===== src/onw_pkg.sv =====
// constants for the otp nibble write decoder
package onw_pkg;

    // ----------------------------------------------------------------
    // mirror byte indices
    // ----------------------------------------------------------------
    localparam int ONW_NUM_BYTES = 12;
    localparam logic [3:0] ONW_IDX_FILTER = 4'h0;  // filter_config_byte
    localparam logic [3:0] ONW_IDX_SETUP0 = 4'h1;  // device_setup_0
    localparam logic [3:0] ONW_IDX_EXT1 = 4'h2;    // device_setup_ext1
    localparam logic [3:0] ONW_IDX_EXT2 = 4'h3;    // device_setup_ext2
    localparam logic [3:0] ONW_IDX_USER1 = 4'h4;   // user_byte_1, user bytes 2..8 follow
    localparam logic [7:0] ONW_MIRROR_RESET = 8'h00;

    // ----------------------------------------------------------------
    // field positions inside the mirror bytes
    // ----------------------------------------------------------------
    localparam int ONW_FILTER_SEL_LSB = 6;   // filter_config_byte[7:6]
    localparam int ONW_CHECK_LSB = 0;        // device_setup_0[2:0]
    localparam int ONW_IDENT_BIT = 7;        // device_setup_0[7]
    localparam int ONW_TRIM_LSB = 0;         // device_setup_ext1[1:0]
    localparam int ONW_UB0_LSB = 2;          // device_setup_ext1[7:2]
    localparam int ONW_BUSID_LSB = 0;        // device_setup_ext2[3:0]
    localparam int ONW_SPARE_BIT = 5;        // device_setup_ext2[5]
    localparam int ONW_SEAL_BIT = 7;         // device_setup_ext2[7]

    // ----------------------------------------------------------------
    // bank and nibble location codes
    // ----------------------------------------------------------------
    localparam logic [1:0] ONW_BANK0 = 2'h0;
    localparam logic [1:0] ONW_BANK1 = 2'h1;
    localparam logic [1:0] ONW_BANK2 = 2'h2;
    localparam logic [1:0] ONW_BANK3 = 2'h3;
    localparam logic [3:0] ONW_LOC_6 = 4'h6;
    localparam logic [3:0] ONW_LOC_7 = 4'h7;
    localparam logic [3:0] ONW_LOC_8 = 4'h8;
    localparam logic [3:0] ONW_LOC_9 = 4'h9;
    localparam logic [3:0] ONW_LOC_A = 4'ha;
    localparam logic [3:0] ONW_LOC_F = 4'hf;

    // ----------------------------------------------------------------
    // write masks within the addressed nibble
    // ----------------------------------------------------------------
    localparam logic [3:0] ONW_MASK_ALL = 4'hf;
    localparam logic [3:0] ONW_MASK_B3 = 4'h8;
    localparam logic [3:0] ONW_MASK_B32 = 4'hc;
    localparam logic [3:0] ONW_MASK_B2 = 4'h4;
    localparam logic [3:0] ONW_MASK_B1 = 4'h2;
    localparam logic [3:0] ONW_MASK_B0 = 4'h1;

    // ----------------------------------------------------------------
    // response word constants
    // ----------------------------------------------------------------
    localparam logic [1:0] ONW_RESP_PGM_TAG = 2'h3;   // bits 7:6 when programming
    localparam logic [7:0] ONW_RESP_MIR_MID = 8'h0f;  // bits 11:4 when mirror only

endpackage


===== src/onw_nibble_write_decoder.sv =====
// nonvolatile nibble write decoder with mirror copy and otp program port
`timescale 1ns/100ps
// Notes on behaviour
// RULE1: unused locations: no write, answer bus identifier
// RULE2: bank0 loc7: only bit3 to seal bit
// RULE3: bank0 loc8: bits3:2 to filter select
// RULE4: bank0 loc9: check value plus spare bit
// RULE5: bank0 locA: identity bit plus spare bits
// RULE6: bank1 loc6: user byte0 low, aux trim
// RULE7: bank1 loc7: all bits to bus identifier
// RULE8: bank1 loc8-F: low nibble user bytes 1-8
// RULE9: bank2 loc6: user byte0 bits 5:2
// RULE10: bank2 loc7: only bit1 to spare mode
// RULE11: bank2 loc8-F: high nibble user bytes 1-8
// RULE12: bank3 loc7: only bit2 to ext2 bit6
// RULE13: bank3 locF: only bit0 to ext2 bit4
// RULE14: program array only with program flag set
// RULE15: programming answer: location, bank, readback
// RULE16: partial writes keep other byte bits
// RULE17: master picks bank first, reads back after; the master model sets bank_select in the same cycle as each command
module onw_nibble_write_decoder
    import onw_pkg::*;
#(
    parameter int NUM_BYTES = ONW_NUM_BYTES
) (
    input wire logic sys_clk,                       // system clock, 125 MHz
    input wire logic nrst,                          // async reset, active low
    input wire logic clk_en,                        // freezes all state except the reset release flops when low
    input wire logic cmd_valid,                     // one-cycle write command strobe
    input wire logic [3:0] cmd_nibble_location,     // nibble_location of the command
    input wire logic [3:0] cmd_data,                // data nibble of the command
    input wire logic [1:0] bank_select,             // bank chosen at initialization
    input wire logic otp_program_flag,              // program flag from initialization
    input wire logic load_valid,                    // mirror load strobe from otp array
    input wire logic [3:0] load_index,              // mirror byte being loaded
    input wire logic [7:0] load_data,               // mirror byte value
    input wire logic [3:0] mirror_rd_index,         // mirror byte to show
    output logic resp_valid,                        // one-cycle response strobe
    output logic [15:0] resp_word,                  // response data word
    output logic prog_valid,                        // one-cycle otp program request
    output logic [3:0] prog_index,                  // otp byte to program
    output logic [7:0] prog_mask,                   // bits of that byte to program
    output logic [7:0] prog_data,                   // bit values to program
    output logic [7:0] mirror_rd_data,              // mirror byte at mirror_rd_index
    output logic [1:0] filter_select,               // low-pass filter selection
    output logic [3:0] device_bus_id,               // device bus identifier
    output logic identity_option_bit,               // identity option
    output logic [2:0] user_check_value,            // user check value
    output logic seal_bit,                          // user area seal
    output logic spare_mode_bit,                    // spare mode bit
    output logic [1:0] aux_trim_field,              // auxiliary trim
    output logic [5:0] user_byte_0                  // user byte zero
);

    // ----------------------------------------------------------------
    // reset release
    // ----------------------------------------------------------------
    logic rst_meta_reg;
    logic rst_n_sync;

    // release through two flops so all state leaves reset on one edge
    // not gated by clk_en, so reset can leave while the block is frozen
    always_ff @(posedge sys_clk or negedge nrst) begin
        if (!nrst) begin
            rst_meta_reg <= 1'b0;
            rst_n_sync <= 1'b0;
        end else begin
            rst_meta_reg <= 1'b1;
            rst_n_sync <= rst_meta_reg;
        end
    end

    // ----------------------------------------------------------------
    // location decode
    // ----------------------------------------------------------------
    // location map by bank, locations 0..5 unused in every bank:
    //   bank0: 7 seal, 8 filter select, 9 check value, a identity option
    //   bank1: 6 user byte zero low and trim, 7 bus id, 8..f user bytes low
    //   bank2: 6 user byte zero high, 7 spare mode, 8..f user bytes high
    //   bank3: 7 ext2 bit 6, f ext2 bit 4
    //   bank1 and bank2 share byte 2 for location 6 and bytes 4..11
    //   every other location is unused and writes nothing
    // returns {hit, high nibble, byte index, write mask}
    function automatic logic [9:0] loc_decode(input logic [1:0] bank, input logic [3:0] loc);
        logic hit;
        logic hi;
        logic [3:0] idx;
        logic [3:0] msk;
        hit = 1'b1;
        hi = 1'b0;
        idx = ONW_IDX_FILTER;
        msk = ONW_MASK_ALL;
        case ({bank, loc})
            {ONW_BANK0, ONW_LOC_7}: begin
                idx = ONW_IDX_EXT2;
                hi = 1'b1;
                msk = ONW_MASK_B3;                  // see RULE2
            end
            {ONW_BANK0, ONW_LOC_8}: begin
                idx = ONW_IDX_FILTER;
                hi = 1'b1;
                msk = ONW_MASK_B32;                 // see RULE3
            end
            {ONW_BANK0, ONW_LOC_9}: begin
                idx = ONW_IDX_SETUP0;               // see RULE4
            end
            {ONW_BANK0, ONW_LOC_A}: begin
                idx = ONW_IDX_SETUP0;
                hi = 1'b1;                          // see RULE5
            end
            {ONW_BANK1, ONW_LOC_6}: begin
                idx = ONW_IDX_EXT1;                 // see RULE6
            end
            {ONW_BANK1, ONW_LOC_7}: begin
                idx = ONW_IDX_EXT2;                 // see RULE7
            end
            {ONW_BANK2, ONW_LOC_6}: begin
                idx = ONW_IDX_EXT1;
                hi = 1'b1;                          // see RULE9
            end
            {ONW_BANK2, ONW_LOC_7}: begin
                idx = ONW_IDX_EXT2;
                hi = 1'b1;
                msk = ONW_MASK_B1;                  // see RULE10
            end
            {ONW_BANK3, ONW_LOC_7}: begin
                idx = ONW_IDX_EXT2;
                hi = 1'b1;
                msk = ONW_MASK_B2;                  // see RULE12
            end
            {ONW_BANK3, ONW_LOC_F}: begin
                idx = ONW_IDX_EXT2;
                hi = 1'b1;
                msk = ONW_MASK_B0;                  // see RULE13
            end
            default: begin
                // user bytes 1..8 in ascending order of location
                if (loc[3] && (bank == ONW_BANK1 || bank == ONW_BANK2)) begin
                    idx = ONW_IDX_USER1 + {1'b0, loc[2:0]};   // see RULE8
                    hi = (bank == ONW_BANK2);                 // see RULE11
                end else begin
                    hit = 1'b0;                     // see RULE1
                end
            end
        endcase
        return {hit, hi, idx, msk};
    endfunction

    // place a nibble in the high or low half of a byte, zeros elsewhere
    function automatic logic [7:0] nib_place(input logic hi, input logic [3:0] nib);
        return hi ? {nib, 4'h0} : {4'h0, nib};
    endfunction

    // pick the high or low half of a byte
    function automatic logic [3:0] nib_pick(input logic hi, input logic [7:0] byte_in);
        return hi ? byte_in[7:4] : byte_in[3:0];
    endfunction

    // ----------------------------------------------------------------
    // write data path
    // ----------------------------------------------------------------
    logic [7:0] mirror_reg [NUM_BYTES];
    // target of the command: hit, half, byte, mask
    wire logic [9:0] dec = loc_decode(bank_select, cmd_nibble_location);
    wire logic dec_hit = dec[9];
    wire logic dec_hi = dec[8];
    wire logic [3:0] dec_index = dec[7:4];
    wire logic [3:0] dec_mask = dec[3:0];
    // commands count only while the enable is high
    wire logic take = clk_en & cmd_valid;
    wire logic do_write = take & dec_hit;

    // ----------------------------------------------------------------
    // nibble merge
    // ----------------------------------------------------------------
    // merge only masked bits so partial writes keep the rest of the byte
    wire logic [7:0] mask8 = nib_place(dec_hi, dec_mask);
    wire logic [7:0] data8 = nib_place(dec_hi, cmd_data);
    // read-modify-write on the mirror copy of the addressed byte
    wire logic [7:0] old_byte = mirror_reg[dec_index];
    wire logic [7:0] merged = (old_byte & ~mask8) | (data8 & mask8);   // see RULE16
    wire logic [3:0] merged_nib = nib_pick(dec_hi, merged);

    // a write to the identifier nibble answers with the new identifier
    wire logic id_write = dec_hit && dec_index == ONW_IDX_EXT2 && !dec_hi;
    wire logic [3:0] cur_id = mirror_reg[ONW_IDX_EXT2][ONW_BUSID_LSB +: 4];
    wire logic [3:0] new_id = id_write ? merged[3:0] : cur_id;

    // ----------------------------------------------------------------
    // response word
    // ----------------------------------------------------------------
    // layouts, high to low:
    //   programming: id, location, tag, bank, readback nibble
    //   mirror only: id, fixed middle pattern, id again
    // flag low: mirror-only answer, no array write
    // the id is the one after the write, so an id change answers new
    wire logic [3:0] rd_nib = dec_hit ? merged_nib : new_id;                  // see RULE1
    wire logic [15:0] resp_pgm = {new_id, cmd_nibble_location, ONW_RESP_PGM_TAG,
                                  bank_select, rd_nib};                       // see RULE15
    wire logic [15:0] resp_mir = {new_id, ONW_RESP_MIR_MID, new_id};
    wire logic [15:0] resp_next = otp_program_flag ? resp_pgm : resp_mir;    // see RULE14

    // ----------------------------------------------------------------
    // mirror storage
    // ----------------------------------------------------------------
    // byte map:
    //   0 filter_config_byte: filter select 7:6
    //   1 device_setup_0: check value 2:0, identity option 7
    //   2 device_setup_ext1: aux trim 1:0, user byte zero 7:2
    //   3 device_setup_ext2: bus id 3:0, spare mode 5, seal 7
    //   4..11 user_byte_1 .. user_byte_8

    // write enables, one bit per mirror byte
    wire logic [NUM_BYTES-1:0] byte_cmd_we;
    wire logic [NUM_BYTES-1:0] byte_load_we;

    // one enable pair per byte; a command write masks a load to the same byte
    for (genvar gi = 0; gi < NUM_BYTES; gi++) begin : g_byte_we
        assign byte_cmd_we[gi] = do_write && (dec_index == 4'(gi));
        assign byte_load_we[gi] = load_valid && (load_index == 4'(gi)) && !byte_cmd_we[gi];
    end

    // reset clears the mirror; the load port fills it from the otp array
    always_ff @(posedge sys_clk or negedge rst_n_sync) begin
        if (!rst_n_sync) begin
            for (int i = 0; i < NUM_BYTES; i++) begin
                mirror_reg[i] <= ONW_MIRROR_RESET;
            end
        end else if (clk_en) begin
            for (int i = 0; i < NUM_BYTES; i++) begin
                if (byte_cmd_we[i]) begin
                    mirror_reg[i] <= merged;        // see RULE14
                end else if (byte_load_we[i]) begin
                    mirror_reg[i] <= load_data;
                end
            end
        end
    end

    // ----------------------------------------------------------------
    // response and program request
    // ----------------------------------------------------------------
    // response strobe for every taken command, hit or not
    always_ff @(posedge sys_clk or negedge rst_n_sync) begin
        if (!rst_n_sync) begin
            resp_valid <= 1'b0;
            resp_word <= 16'h0000;
        end else if (clk_en) begin
            resp_valid <= cmd_valid;                      // see RULE15
            if (cmd_valid) begin
                resp_word <= resp_next;
            end
        end
    end

    // only masked bits are requested, so otp bits outside stay unburnt
    // held until the next command, valid with prog_valid
    wire logic [7:0] prog_mask_next = dec_hit ? mask8 : 8'h00;   // see RULE16
    wire logic [7:0] prog_data_next = data8 & prog_mask_next;
    always_ff @(posedge sys_clk or negedge rst_n_sync) begin
        if (!rst_n_sync) begin
            prog_valid <= 1'b0;
            prog_index <= 4'h0;
            prog_mask <= 8'h00;
            prog_data <= 8'h00;
        end else if (clk_en) begin
            prog_valid <= do_write & otp_program_flag;    // see RULE14
            if (cmd_valid) begin
                prog_index <= dec_index;
                prog_mask <= prog_mask_next;
                prog_data <= prog_data_next;
            end
        end
    end

    // ----------------------------------------------------------------
    // mirror readout
    // ----------------------------------------------------------------
    // out-of-range index reads as zero rather than aliasing a real byte
    // registered: the readout trails its index by one cycle
    wire logic rd_in_range = mirror_rd_index < 4'(NUM_BYTES);
    always_ff @(posedge sys_clk or negedge rst_n_sync) begin
        if (!rst_n_sync) begin
            mirror_rd_data <= 8'h00;
        end else if (clk_en) begin
            mirror_rd_data <= rd_in_range ? mirror_reg[mirror_rd_index] : 8'h00;
        end
    end

    // ----------------------------------------------------------------
    // field views
    // ----------------------------------------------------------------
    // levels straight from the mirror flops, no extra delay
    assign filter_select = mirror_reg[ONW_IDX_FILTER][ONW_FILTER_SEL_LSB +: 2];
    assign device_bus_id = cur_id;
    assign identity_option_bit = mirror_reg[ONW_IDX_SETUP0][ONW_IDENT_BIT];
    assign user_check_value = mirror_reg[ONW_IDX_SETUP0][ONW_CHECK_LSB +: 3];
    assign seal_bit = mirror_reg[ONW_IDX_EXT2][ONW_SEAL_BIT];
    assign spare_mode_bit = mirror_reg[ONW_IDX_EXT2][ONW_SPARE_BIT];
    assign aux_trim_field = mirror_reg[ONW_IDX_EXT1][ONW_TRIM_LSB +: 2];
    assign user_byte_0 = mirror_reg[ONW_IDX_EXT1][ONW_UB0_LSB +: 6];

endmodule // onw_nibble_write_decoder


===== config.mk =====
export PLATFORM = sky130hd
export DESIGN_NAME = onw_nibble_write_decoder
export DESIGN_NICKNAME = d
export VERILOG_FILES = /design/src/onw_pkg.sv /design/src/onw_nibble_write_decoder.sv
export SDC_FILE = /design/constraint.sdc
export NUM_CORES = 1
export LEC_CHECK = 0
export BUFFER_PORTS_ARGS = -buffer_cell sky130_fd_sc_hd__buf_2
export CAP_MARGIN = 15
export CORE_UTILIZATION = 40
export DETAILED_ROUTE_END_ITERATION = 10
export GPL_TIMING_DRIVEN = 0
export SLEW_MARGIN = 20
export SYNTH_ARGS = -nofsm -noshare
export SYNTH_HDL_FRONTEND = slang
export SYNTH_SLANG_ARGS = --single-unit

===== constraint.sdc =====
create_clock -name sys_clk -period 8.06 [get_ports sys_clk]
set_input_delay 0.806 -clock sys_clk [delete_from_list [all_inputs] [get_ports sys_clk]]
set_output_delay 0.806 -clock sys_clk [all_outputs]
set_load 0.005 [all_outputs]

; Yosys cells after proc, flatten, opt, wreduce, memory -nomap -nowiden
; Cells that the tools add are included.
[totals]
ff_bits = 144
input_bits = 32
[classes]
n_addsub = 1
order_cmp = 3
eq_ne = 34
n_mux = 45
n_bitwise = 10
n_reduce_logical = 86
[ops]
columns = op, n
row1 = 8-bit two-way mux, 32
row2 = 8-bit binary-select mux with 4-bit select, 2
row3 = 1-bit logical AND, 39
row4 = "4-bit by 3-bit equality test with 1-bit output, second input constant", 8
row5 = "4-bit equality test, second input constant", 8
row6 = 2-bit AND reduction, 13
row7 = 8-bit bitwise AND, 3
row8 = "6-bit equality test, second input constant", 4
row9 = 2-bit nonzero test, 12
row10 = 4-bit case mux with 5 select lines, 1
row11 = "6-bit by 4-bit equality test with 1-bit output, second input constant", 3
row12 = "4-bit by 2-bit equality test with 1-bit output, second input constant", 4
row13 = 4-bit two-way mux, 4
row14 = 4-bit case mux with 4 select lines, 1
row15 = 1-bit zero test, 13
row16 = "6-bit by 5-bit equality test with 1-bit output, second input constant", 2
row17 = 12-bit two-way mux, 1
row18 = "5-bit greater-or-equal comparator, second input constant", 2
row19 = 4-bit NOT with 5-bit output, 2
row20 = 10-bit OR reduction, 1
row21 = "4-bit by 1-bit equality test with 1-bit output, second input constant", 2
row22 = 4-bit zero test, 2
row23 = 8-bit NOT, 1
row24 = 8-bit OR, 1
row25 = 13 further kinds, 18

; Logic depth before layout (Yosys ltp)
; Gate-level depths: netlist of run 1.
[depth]
ltp_word = 14
depth_mapped = 16
ltp_nobuf = 11

; Least setup slack after synthesis of run 1
; OpenSTA, ideal clock, no wires.
[synth_path]
kind = input to register
startpoint = input bank_select[0]
endpoint = register mirror_reg[11] in the netlist's numbering
setup_time_ns = 0.140
arrival_ns = 3.209
setup_slack_ns = 4.711
path_stages = 14
cell_sequence = inv_1 ha_1 nor2b_1 o2111a_1 buf_2 or3_1 buf_2 mux2_1 nand3_1 o311ai_1 a221oi_2 or2_1 buf_4 o221ai_2
[synth_between]
elab_chain_cells = 12
elab_cells_between_ends = 45
[synth_lines]
columns = item, line
row1 = "start, declared", onw_nibble_write_decoder.sv:32  ; input wire logic [1:0] bank_select,
row2 = 2-bit by 1-bit equality test with 1-bit output or 2-bit equality test (tied branches), "onw_nibble_write_decoder.sv:138, onw_nibble_write_decoder.sv:140"
row3 = 1-bit logical OR, onw_nibble_write_decoder.sv:138  ; if (loc[3] && (bank == ONW_BANK1 || bank == ONW_BANK2)) begin
row4 = 1-bit logical AND, onw_nibble_write_decoder.sv:138
row5 = 4-bit two-way mux, onw_nibble_write_decoder.sv:138
row6 = 4-bit case mux with 4 select lines, onw_nibble_write_decoder.sv:93  ; case ({bank, loc})
row7 = 4-bit NOT with 5-bit output (implied by the code), onw_nibble_write_decoder.sv:180  ; wire logic [7:0] old_byte = mirror_reg[dec_index];
row8 = 8-bit binary-select mux with 4-bit select, onw_nibble_write_decoder.sv:180
row9 = 8-bit two-way mux (implied by the code) (2 in a row), onw_nibble_write_decoder.sv:180
row10 = 8-bit bitwise AND, onw_nibble_write_decoder.sv:181  ; wire logic [7:0] merged = (old_byte & ~mask8) | (data8 & mask8);
row11 = 8-bit OR, onw_nibble_write_decoder.sv:181
row12 = 8-bit two-way mux, onw_nibble_write_decoder.sv:231  ; if (byte_cmd_we[i]) begin
row13 = "end signal, assigned by index", onw_nibble_write_decoder.sv:232  ; mirror_reg[i] <= merged;
row14 = "end signal, assigned by index", onw_nibble_write_decoder.sv:234  ; mirror_reg[i] <= load_data;
row15 = "end, declared", onw_nibble_write_decoder.sv:162  ; logic [7:0] mirror_reg [NUM_BYTES];
; Several ways; a longest one is shown, not always the timed one. The select of a mux whose other input is x is not followed.
; A chain may end at the register's enable or synchronous reset.

; Worst setup path after layout of run 1
[layout_path]
startpoint = input bank_select[0]
endpoint = register mirror_reg[5] in the netlist's numbering
; The elaborated chain is that of the path after synthesis.

==> impl_metrics.json, run 1 <==
{
  "cts_buffer_depth": 2,
  "fin_setup_tns_ns": 0,
  "critPathCapture": "mirror_reg[5]",
  "cts_root_buf": "clkbuf_16",
  "slew_headroom_pct": 24.76,
  "finalCritPeriodShare_pct": 50.57,
  "core_sq_um": 21760,
  "finalSetupViolCount": 0,
  "r2r_start": "user_byte_0[1]",
  "htreeDepth": 4,
  "critPathMaxFanout": 10,
  "peakVddDrop_uv": 136.5,
  "gr-total-overflow": 0,
  "synth_seq_area_share_pct": 40.37,
  "startpoint_type": "input port",
  "slowest_stage": "nor3_2",
  "avgViaCountPerCell": 6.066,
  "initial_core_util_pct": 40.74,
  "cts_resized": 0,
  "ff2ff_setup_slack_ns": 6.12,
  "grt_max_degree": 49,
  "avgRoutedWirePerCell_um": 23.36,
  "synth_edf_count": 0,
  "finalHoldViolations": 0,
  "final_period_minus_worst_setup_slack_ns": 4.076,
  "vias": 8486,
  "tightestPinTransition_ns": 1.117,
  "synth_flop_cell": "dfrtp_1",
  "rows": 54,
  "synth_area_leaders": "dfrtp_1, nand2_1, mux4_2, o21ai_0, mux2i_1",
  "hp-class": "input port to async pin",
  "power_density_nw_per_um2": 252.1,
  "grt_pass1_vias": 7995,
  "synth_top_area_cell": "dfrtp_1",
  "crit_top_cell": "buf_2",
  "syn_to_final_growth_pct": 17.02,
  "rr_endpoint": "mirror_reg[11]",
  "clkSinkCount": 143,
  "fin_hold_ws_ns": 0.1272,
  "path_delay_family": "simple AND/OR/NAND/NOR gates",
  "grt_pass1_wl_mm": 49.50,
  "wirelength_mm": 32.68,
  "achievable-frequency_mhz": 245.3,
  "crit_start": "bank_select[0]",
  "die_x_um": 150.9,
  "crit_cells": 13,
  "cp.arrival_ns": 4.38,
  "endpoint_kind": "flip-flop",
  "netlist_instances": 991,
  "ys_ff_latch": 143,
  "diodes": 0,
  "dieArea_sq_um": 22760,
  "cts_tree": "done",
  "finClkSkew_ns": 0.01247,
  "synthMostInstantiatedCell": "nand2_1",
  "cts_hold_buf": 0,
  "syn_area_per_cell_sq_um": 8.944,
  "required_ns": 8.36,
  "crit_chain": "buf_2 -> inv_1 -> ha_1 -> nor2b_1 -> o2111a_1 -> buf_2 -> nor3b_2 -> nand2_1 -> nor3_2 -> o21ai_1 -> clkbuf_1 -> a21oi_1 -> o21ai_0",
  "synth_top_area_share_pct": 40.37,
  "final_cells": 1399,
  "yosys-top-cells-count": "nand2_1, dfrtp_1, o21ai_0",
  "grtUsageTotal_pct": 29.89,
  "finalMaxSlewViolations": 0,
  "postLayoutCoreUtil_pct": 47.68,
  "ios": 98,
  "antenna_found_initial": 1,
  "async_reset_ff_share_pct": 100.0,
  "dp.cells": 1367,
  "clkTransAtPathRegs_ns": 0.07,
  "power_w": 0.002614,
  "die_h_um": 150.9,
  "nets": 1142,
  "largest_register_ffs": 76,
  "synth_nets": 1027,
  "critPathBufInv": 4,
  "slowest_delay_ns": 0.58,
  "synth_cell_types": 77,
  "drv_cap": 0,
  "drive_above_1_share_pct": 22.43,
  "drc_errors": 0,
  "critPathKind": "input port to flip-flop",
  "netlist_area_sq_um": 8864,
  "post-dp-hpwl_mm": 24.32,
  "clock_latency_ns": 0.45,
  "drt_first_pass_iters": 5,
  "globalplace.congestion": 0.9786,
  "yosysWarnings": 0,
  "rr_worst_depth": 7,
  "cts_buffers": 17,
  "power.leakage_nw": 4.757,
  "nFillCells": 2144,
  "first_iter_violations": 824,
  "post_cts_buffers": 0,
  "portBuffers": 93,
  "postRouteAntennaNets": 0,
  "outcome": "complete, no violations",
  "rsz0062_at_grt": "no"
}
-- cells by family after synthesis --
logic type,Yosys count,synth area share [%]
AND/OR/NAND/NOR,416,22.63
multiplexers,69,11.36
flip-flops,143,40.37
other,1,0.04231
buffers and inverters,93,5.463
AO/OA/AOI/OAI,265,19.57
adder cells (fa/ha/maj),4,0.5647
-- cell usage in the layout, fill, tap and decap left out, drive strengths merged, types with 13 or more instances in the layout --
master / instances
buf: 146
mux2i: 32
dfrtp: 143
a21o: 19
nand3: 55
o21ai: 105
nand4: 14
and3: 22
nand2: 196
mux2: 13
nor2: 58
mux4: 24
a21oi: 55
clkbuf: 56
nor3: 22
-- worst min-delay path by stage --
stage	to	slack [ns]
after CTS	rst_n_sync	0.13
after global placement	rst_n_sync	0.34
after floorplan	rst_n_sync	0.33
after detailed placement	mirror_reg[47]	0.28
final	rst_n_sync	0.13
after global routing	rst_n_sync	0.13
-- routing by layer --
metal | global-route usage (%) | wire [um] | vias to the layer above
met5 | 0 | 0 | -
met1 | 39.74 | 13450 | 4080
met4 | 15.00 | 1316 | 0
met2 | 45.57 | 14740 | 494
li1 | - | - | 3823
met3 | 6.867 | 3168 | 89
-- final cells by class --
cell class / count / area, sq um / share of cell area [%]
Buffer: 87 / 461.7 / 4.451
Clock buffer: 19 / 442.9 / 4.270
Clock inverter: 13 / 178.9 / 1.725
Inverter: 6 / 22.52 / 0.2171
Multi-Input combinational cell: 755 / 4801 / 46.28
Sequential cell: 143 / 3582 / 34.54
Tap cell: 280 / 350.3 / 3.378
Timing Repair Buffer: 96 / 533.0 / 5.139
-- per-stage QoR --
step | worst slack [ns] | cell area [sq um]
finish | 3.984 | 10370
global route | 3.839 | 10370
CTS | 4.117 | 10370
detailed placement | 3.660 | 9751
global placement | 1.810 | 9679
floorplan | 3.781 | 8864
-- where the power goes --
| part | internal, W | switching (W) |
|---|---|---|
| clock network | 0.000503 | 0.000352 |
| logic | 0.000325 | 0.000371 |
| registers | 0.000893 | 0.000171 |
No activity file was read; power rests on OpenSTA's default activity.
==> run 2, diff against run 1 <==
- ABC_AREA: unset -> 1
- clock period: 8.06 -> 3.83 ns (I/O delays scaled with it)
==> run 2 against run 1 <==
Sequential power grew 110%. Die area grew 5.5%. Hold slack gained 0.069 ns. Synthesized area grew 5.6%. Critical path type unchanged.
==> impl_metrics.json, run 2 <==
{
  "die_x_um": 155.0,
  "rsz0062_at_grt": "no",
  "synth_area_leaders": "dfrtp_1, nand2_1, nand3_1, a21oi_1, o21ai_0",
  "synth_flop_cell": "dfrtp_1",
  "cts_buffers": 17,
  "syn_to_final_growth_pct": 16.49,
  "avgRoutedWirePerCell_um": 22.49,
  "finClkSkew_ns": 0.01828,
  "postRouteAntennaNets": 0,
  "synth_compound_area_share_pct": 13.54,
  "synth_cell_types": 39,
  "rows": 55,
  "cts_tree": "done",
  "post_cts_buffers": 0,
  "synth_edf_count": 0,
  "grtUsageTotal_pct": 35.15,
  "ff2ff_setup_slack_ns": 1.90,
  "rr_worst_depth": 11,
  "final_cell_mix": "nand2_1, nand3_1, dfrtp_1",
  "critPathMaxFanout": 10,
  "yosys-top-cells-count": "nand2_1, nand3_1, dfrtp_1",
  "ios": 98,
  "grt_pass1_vias": 9341,
  "yosysWarnings": 0,
  "fin_hold_ws_ns": 0.1963,
  "diodes": 0,
  "globalplace.congestion": 1.011,
  "ys_ff_latch": 143,
  "die_h_um": 155.0,
  "netlist_area_sq_um": 9361,
  "synth_top_area_share_pct": 38.23,
  "yosys.area_share.xor_xnor_pct": 0,
  "achievable-frequency_mhz": 326.2,
  "synth_top_area_cell": "dfrtp_1",
  "hp-class": "input port to flip-flop",
  "rr_endpoint": "mirror_reg[31]",
  "startpoint_type": "input port",
  "yosys.area_share.simple_pct": 38.67,
  "antenna_found_initial": 0,
  "cts_buffer_depth": 2,
  "post-dp-hpwl_mm": 29.86,
  "initial_core_util_pct": 41.10,
  "wirelength_mm": 41.24,
  "netlist_instances": 1392,
  "synth_top_family_by_area": "simple AND/OR/NAND/NOR gates",
  "finalHoldViolations": 0,
  "multi_input_area_sq_um": 4941,
  "synth_adder_area_share_pct": 0.5346,
  "outcome": "complete, no violations",
  "avgViaCountPerCell": 5.556,
  "dp.cells": 1801,
  "critPathCapture": "mirror_reg[31]",
  "largest_register_ffs": 76,
  "synthMuxAreaShare_pct": 0,
  "grt_max_degree": 53,
  "tightestPinTransition_ns": 1.143,
  "peakVddDrop_uv": 318.4,
  "nFillCells": 2404,
  "finalCritPeriodShare_pct": 80.03,
  "cp.arrival_ns": 3.45,
  "first_iter_violations": 1096,
  "required_ns": 4.21,
  "nets": 1544,
  "synth_nets": 1428,
  "slew_headroom_pct": 23.78,
  "synthMostInstantiatedCell": "nand2_1",
  "crit_start": "bank_select[0]",
  "syn_area_per_cell_sq_um": 6.725,
  "async_reset_ff_share_pct": 100.0,
  "htreeDepth": 4,
  "finalMaxSlewViolations": 0,
  "dieArea_sq_um": 24020,
  "endpoint_kind": "flip-flop",
  "core_sq_um": 22780,
  "synth_seq_area_share_pct": 38.23,
  "clkTransAtPathRegs_ns": 0.08,
  "r2r_start": "mirror_reg[63]",
  "final_period_minus_worst_setup_slack_ns": 3.065,
  "critPathKind": "input port to flip-flop",
  "final_common_cell": "nand2_1",
  "ff_latch_area_sq_um": 3582,
  "finalSetupViolCount": 0,
  "gr-total-overflow": 0,
  "cts_root_buf": "clkbuf_16",
  "power.leakage_nw": 5.613,
  "drv_cap": 0,
  "drc_errors": 0,
  "drive_above_1_share_pct": 16.44,
  "vias": 10190,
  "fin_setup_tns_ns": 0,
  "portBuffers": 94,
  "power_w": 0.005423,
  "clock_latency_ns": 0.46,
  "clkSinkCount": 143,
  "grt_pass1_wl_mm": 60.69,
  "drt_first_pass_iters": 6,
  "final_cells": 1834,
  "power_density_nw_per_um2": 497.3
}
[run 2: worst min-delay path by stage]
stage,depth (start not counted),start,to
floorplan,0,nrst,rst_meta_reg
global route,2,otp_program_flag,resp_word[4]
finish,2,otp_program_flag,resp_word[4]
detailed placement,1,nrst,rst_n_sync
CTS,2,otp_program_flag,resp_word[4]
global placement,1,nrst,rst_meta_reg
[run 2: cell families after synthesis]
| logic type | after synthesis |
|---|---|
| AO/OA/AOI/OAI | 229 |
| flip-flops | 143 |
| other | 1 |
| buffers and inverters | 171 |
| adder cells (fa/ha/maj) | 4 |
| AND/OR/NAND/NOR | 844 |
[run 2: layout make-up]
cell class / instances / share of cell area (%)
well taps: 313 / 3.591
multi-input cells: 1078 / 45.31
plain buffers: 104 / 5.335
flip-flops and latches: 143 / 32.85
inverters: 67 / 2.398
clock buffers: 17 / 3.901
repair buffers: 97 / 4.910
clock inverters: 15 / 1.709
[run 2: metrics by stage]
step	area (sq um)	setup slack, ns	utilization [%]
global route	10910	0.5898	47.88
CTS	10900	0.8170	47.87
finish	10910	0.7648	47.88
detailed placement	10280	0.3810	45.14
floorplan	9363	1.373	-
global placement	10220	0.3128	44.89
[run 2: critical path: stages]
cell and delay (ns):
buf_2 0.11, inv_1 0.07, ha_1 0.28, o21ai_0 0.35, nand2_4 0.13, nor2_2 0.28, buf_2 0.36, nand3_1 0.12
nand2_1 0.11, nand2_1 0.06, nand2_1 0.09, nand2_1 0.06, nand3_1 0.10, nand2_1 0.06, nand2_1 0.28, buf_2 0.41
o21ai_1 0.10, nand2_1 0.08
[run 2: per-layer routing]
metal	up-vias	wire, um	track usage [%]
met2	493	17670	51.61
met3	79	4094	9.443
met4	0	1566	14.99
li1	4732	-	-
met1	4885	17910	48.48
met5	-	0	0
[run 2: where the power goes]
part	switching, W	internal (W)	total, W
registers	0.000365	0.00181	0.00218
logic	0.000973	0.000513	0.00149
clock network	0.000872	0.000887	0.00176
total	0.00221	0.00321	0.00542
[run 2: timing repair]
item                                   CTS  global route
endpoints found under the hold margin    2             0
gates resized for setup                  0             0
hold buffers                             1             0
==> run 3, diff against run 2 <==
- clock period: 3.83 -> 3.15 ns (I/O delays scaled with it)
==> run 3 against run 2 <==
Via count rose by 0.25%. Setup slack worse by 0.61 ns. First-iteration DRC count is 3.2% lower. Highest routed layer unchanged. Largest cell class unchanged.
==> impl_metrics.json, run 3 (synthesis gave the netlist of run 2 again) <==
{
  "achievable-frequency_mhz": 334.3,
  "crit_chain": "buf_2 -> inv_1 -> ha_1 -> o21ai_0 -> nand2_4 -> nor2_2 -> buf_2 -> nand3_1 -> nand2_1 -> nand2_1 -> nand2_1 -> nand2_1 -> nand3_1 -> nand2_1 -> nand2_1 -> buf_2 -> o21ai_1 -> nand2_1",
  "sw_frac_of_total_pct": 40.83,
  "ff2ff_setup_slack_ns": 1.22,
  "hold_path_end": "resp_word[4]",
  "die_h_um": 155.0,
  "initial_core_util_pct": 41.10,
  "outcome": "complete, no violations",
  "p_clk_share_pct": 32.5,
  "vias": 10210,
  "power_w": 0.006606,
  "final_cell_mix": "nand2_1, nand3_1, dfrtp_1",
  "globalplace.congestion": 1.011,
  "clkSinkCount": 143,
  "grt_pass1_vias": 9341,
  "rr_endpoint": "mirror_reg[31]",
  "peakVddDrop_uv": 388.1,
  "hp-start": "otp_program_flag",
  "cp.arrival_ns": 3.37,
  "postRouteAntennaNets": 0,
  "crit_top_cell": "nand2_1",
  "avgRoutedWirePerCell_um": 22.53,
  "drc_errors": 0,
  "clock_latency_ns": 0.46,
  "post_cts_buffers": 0,
  "slowest_stage": "buf_2",
  "critPathMaxFanout": 10,
  "grt_pass1_wl_mm": 60.69,
  "tightestPinTransition_ns": 1.162,
  "slew_headroom_pct": 22.56,
  "cts_root_buf": "clkbuf_16",
  "drive_above_1_share_pct": 16.45,
  "fin_setup_tns_ns": 0,
  "rows": 55,
  "clkTransAtPathRegs_ns": 0.08,
  "cts_tree": "done",
  "die_x_um": 155.0,
  "post-dp-hpwl_mm": 29.86,
  "cts_buffers": 17,
  "syn_to_final_growth_pct": 16.45,
  "portBuffers": 94,
  "required_ns": 3.53,
  "htreeDepth": 4,
  "diodes": 0,
  "finalSetupViolCount": 0,
  "wirelength_mm": 41.30,
  "hold_depth": 2,
  "critPathKind": "input port to flip-flop",
  "startpoint_type": "input port",
  "final_cell_area_sq_um": 10900,
  "r2r_start": "filter_select[1]",
  "power.leakage_nw": 5.612,
  "antenna_found_initial": 0,
  "rsz0062_at_grt": "no",
  "core_sq_um": 22780,
  "p_int_w": 0.003908,
  "grtUsageTotal_pct": 35.15,
  "cts_resized": 0,
  "nets": 1543,
  "drv_cap": 0,
  "largest_register_ffs": 76,
  "avgViaCountPerCell": 5.572,
  "final_common_cell": "nand2_1",
  "seqPwrFrac_pct": 40.1,
  "gr-total-overflow": 0,
  "slowest_delay_ns": 0.41,
  "ios": 98,
  "dpl_cell_area_sq_um": 10280,
  "power_density_nw_per_um2": 605.9,
  "grt_max_degree": 53,
  "p_sw_w": 0.002697,
  "rr_worst_depth": 11,
  "finClkSkew_ns": 0.02039,
  "cts_buffer_depth": 2,
  "pwr-share-comb_pct": 27.4,
  "endpoint_kind": "flip-flop",
  "dieArea_sq_um": 24020,
  "drt_first_pass_iters": 6,
  "finalCritPeriodShare_pct": 94.95,
  "finalMaxSlewViolations": 0,
  "hp-class": "input port to flip-flop",
  "first_iter_violations": 1061,
  "finalHoldViolations": 0,
  "final_period_minus_worst_setup_slack_ns": 2.991,
  "postLayoutCoreUtil_pct": 47.86
}
[run 3: changes by cell type in the layout (fill, tap and decap cells not counted)]
cell      previous run  this run
clkbuf_1            46        45
[run 3: how the worst max path moves through the flow]
| stage | from | to | slack (ns) | cells after the start |
|---|---|---|---|---|
| global placement | bank_select[0] | seal_bit | -0.30 | 18 |
| global route | bank_select[0] | mirror_reg[5] | 0.02 | 20 |
| finish | bank_select[0] | mirror_reg[31] | 0.16 | 18 |
| CTS | bank_select[0] | user_byte_0[5] | 0.20 | 18 |
| floorplan | bank_select[0] | device_bus_id[1] | 0.76 | 18 |
| detailed placement | bank_select[0] | mirror_reg[47] | -0.23 | 18 |
[run 3: cell type report]
class | instances | area, sq um
fillers | 2404 | 11880
repair buffers | 97 | 535.5
well taps | 313 | 391.6
clock buffers | 17 | 425.4
clock inverters | 15 | 186.4
plain buffers | 103 | 578.1
flip-flops and latches | 143 | 3582
multi-input cells | 1078 | 4941
inverters | 67 | 261.5
[run 3: power groups by stage]
stage | clock network [W] | registers (W) | logic, W
finish | 0.00215 | 0.00265 | 0.00181
global route | 0.00223 | 0.00268 | 0.00196
CTS | 0.00215 | 0.00264 | 0.00177
detailed placement | 0 | 0.00266 | 0.00176
global placement | 0 | 0.00269 | 0.00172
floorplan | 0 | 0.00249 | 0.00107
[run 3: worst max-delay path: cells and delay by family]
family,cells,cell delay [ns]
buf+inv,4,0.95
compound gates,2,0.45
fa+ha+maj,1,0.28
simple gates,11,1.38
[run 3: per-stage QoR]
stage / hold WS [ns] / instances / setup slack [ns]
final: 0.1312 / 1833 / 0.1590
after global routing: 0.1403 / 1833 / 0.01898
after CTS: 0.1278 / 1834 / 0.2050
after detailed placement: 0.1037 / 1801 / -0.2310
after global placement: 0.09902 / 1799 / -0.2992
after floorplan: 0.01941 / 1392 / 0.7605
[run 3: layer usage]
metal  global-route usage, %  vias up  share of wire (%)
li1                        -     4733                  -
met2                   51.61      511                 42
met5                       0        -                  0
met3                   9.443       91                 10
met4                   14.99        0                4.1
met1                   48.48     4879                 43
[run 3: repair_timing]
| action | 4_1_cts | 5_1_grt |
|---|---|---|
| hold endpoints to repair | 2 | 0 |
| hold buffers | 1 | 0 |
| setup endpoints to repair | 0 | 1 |
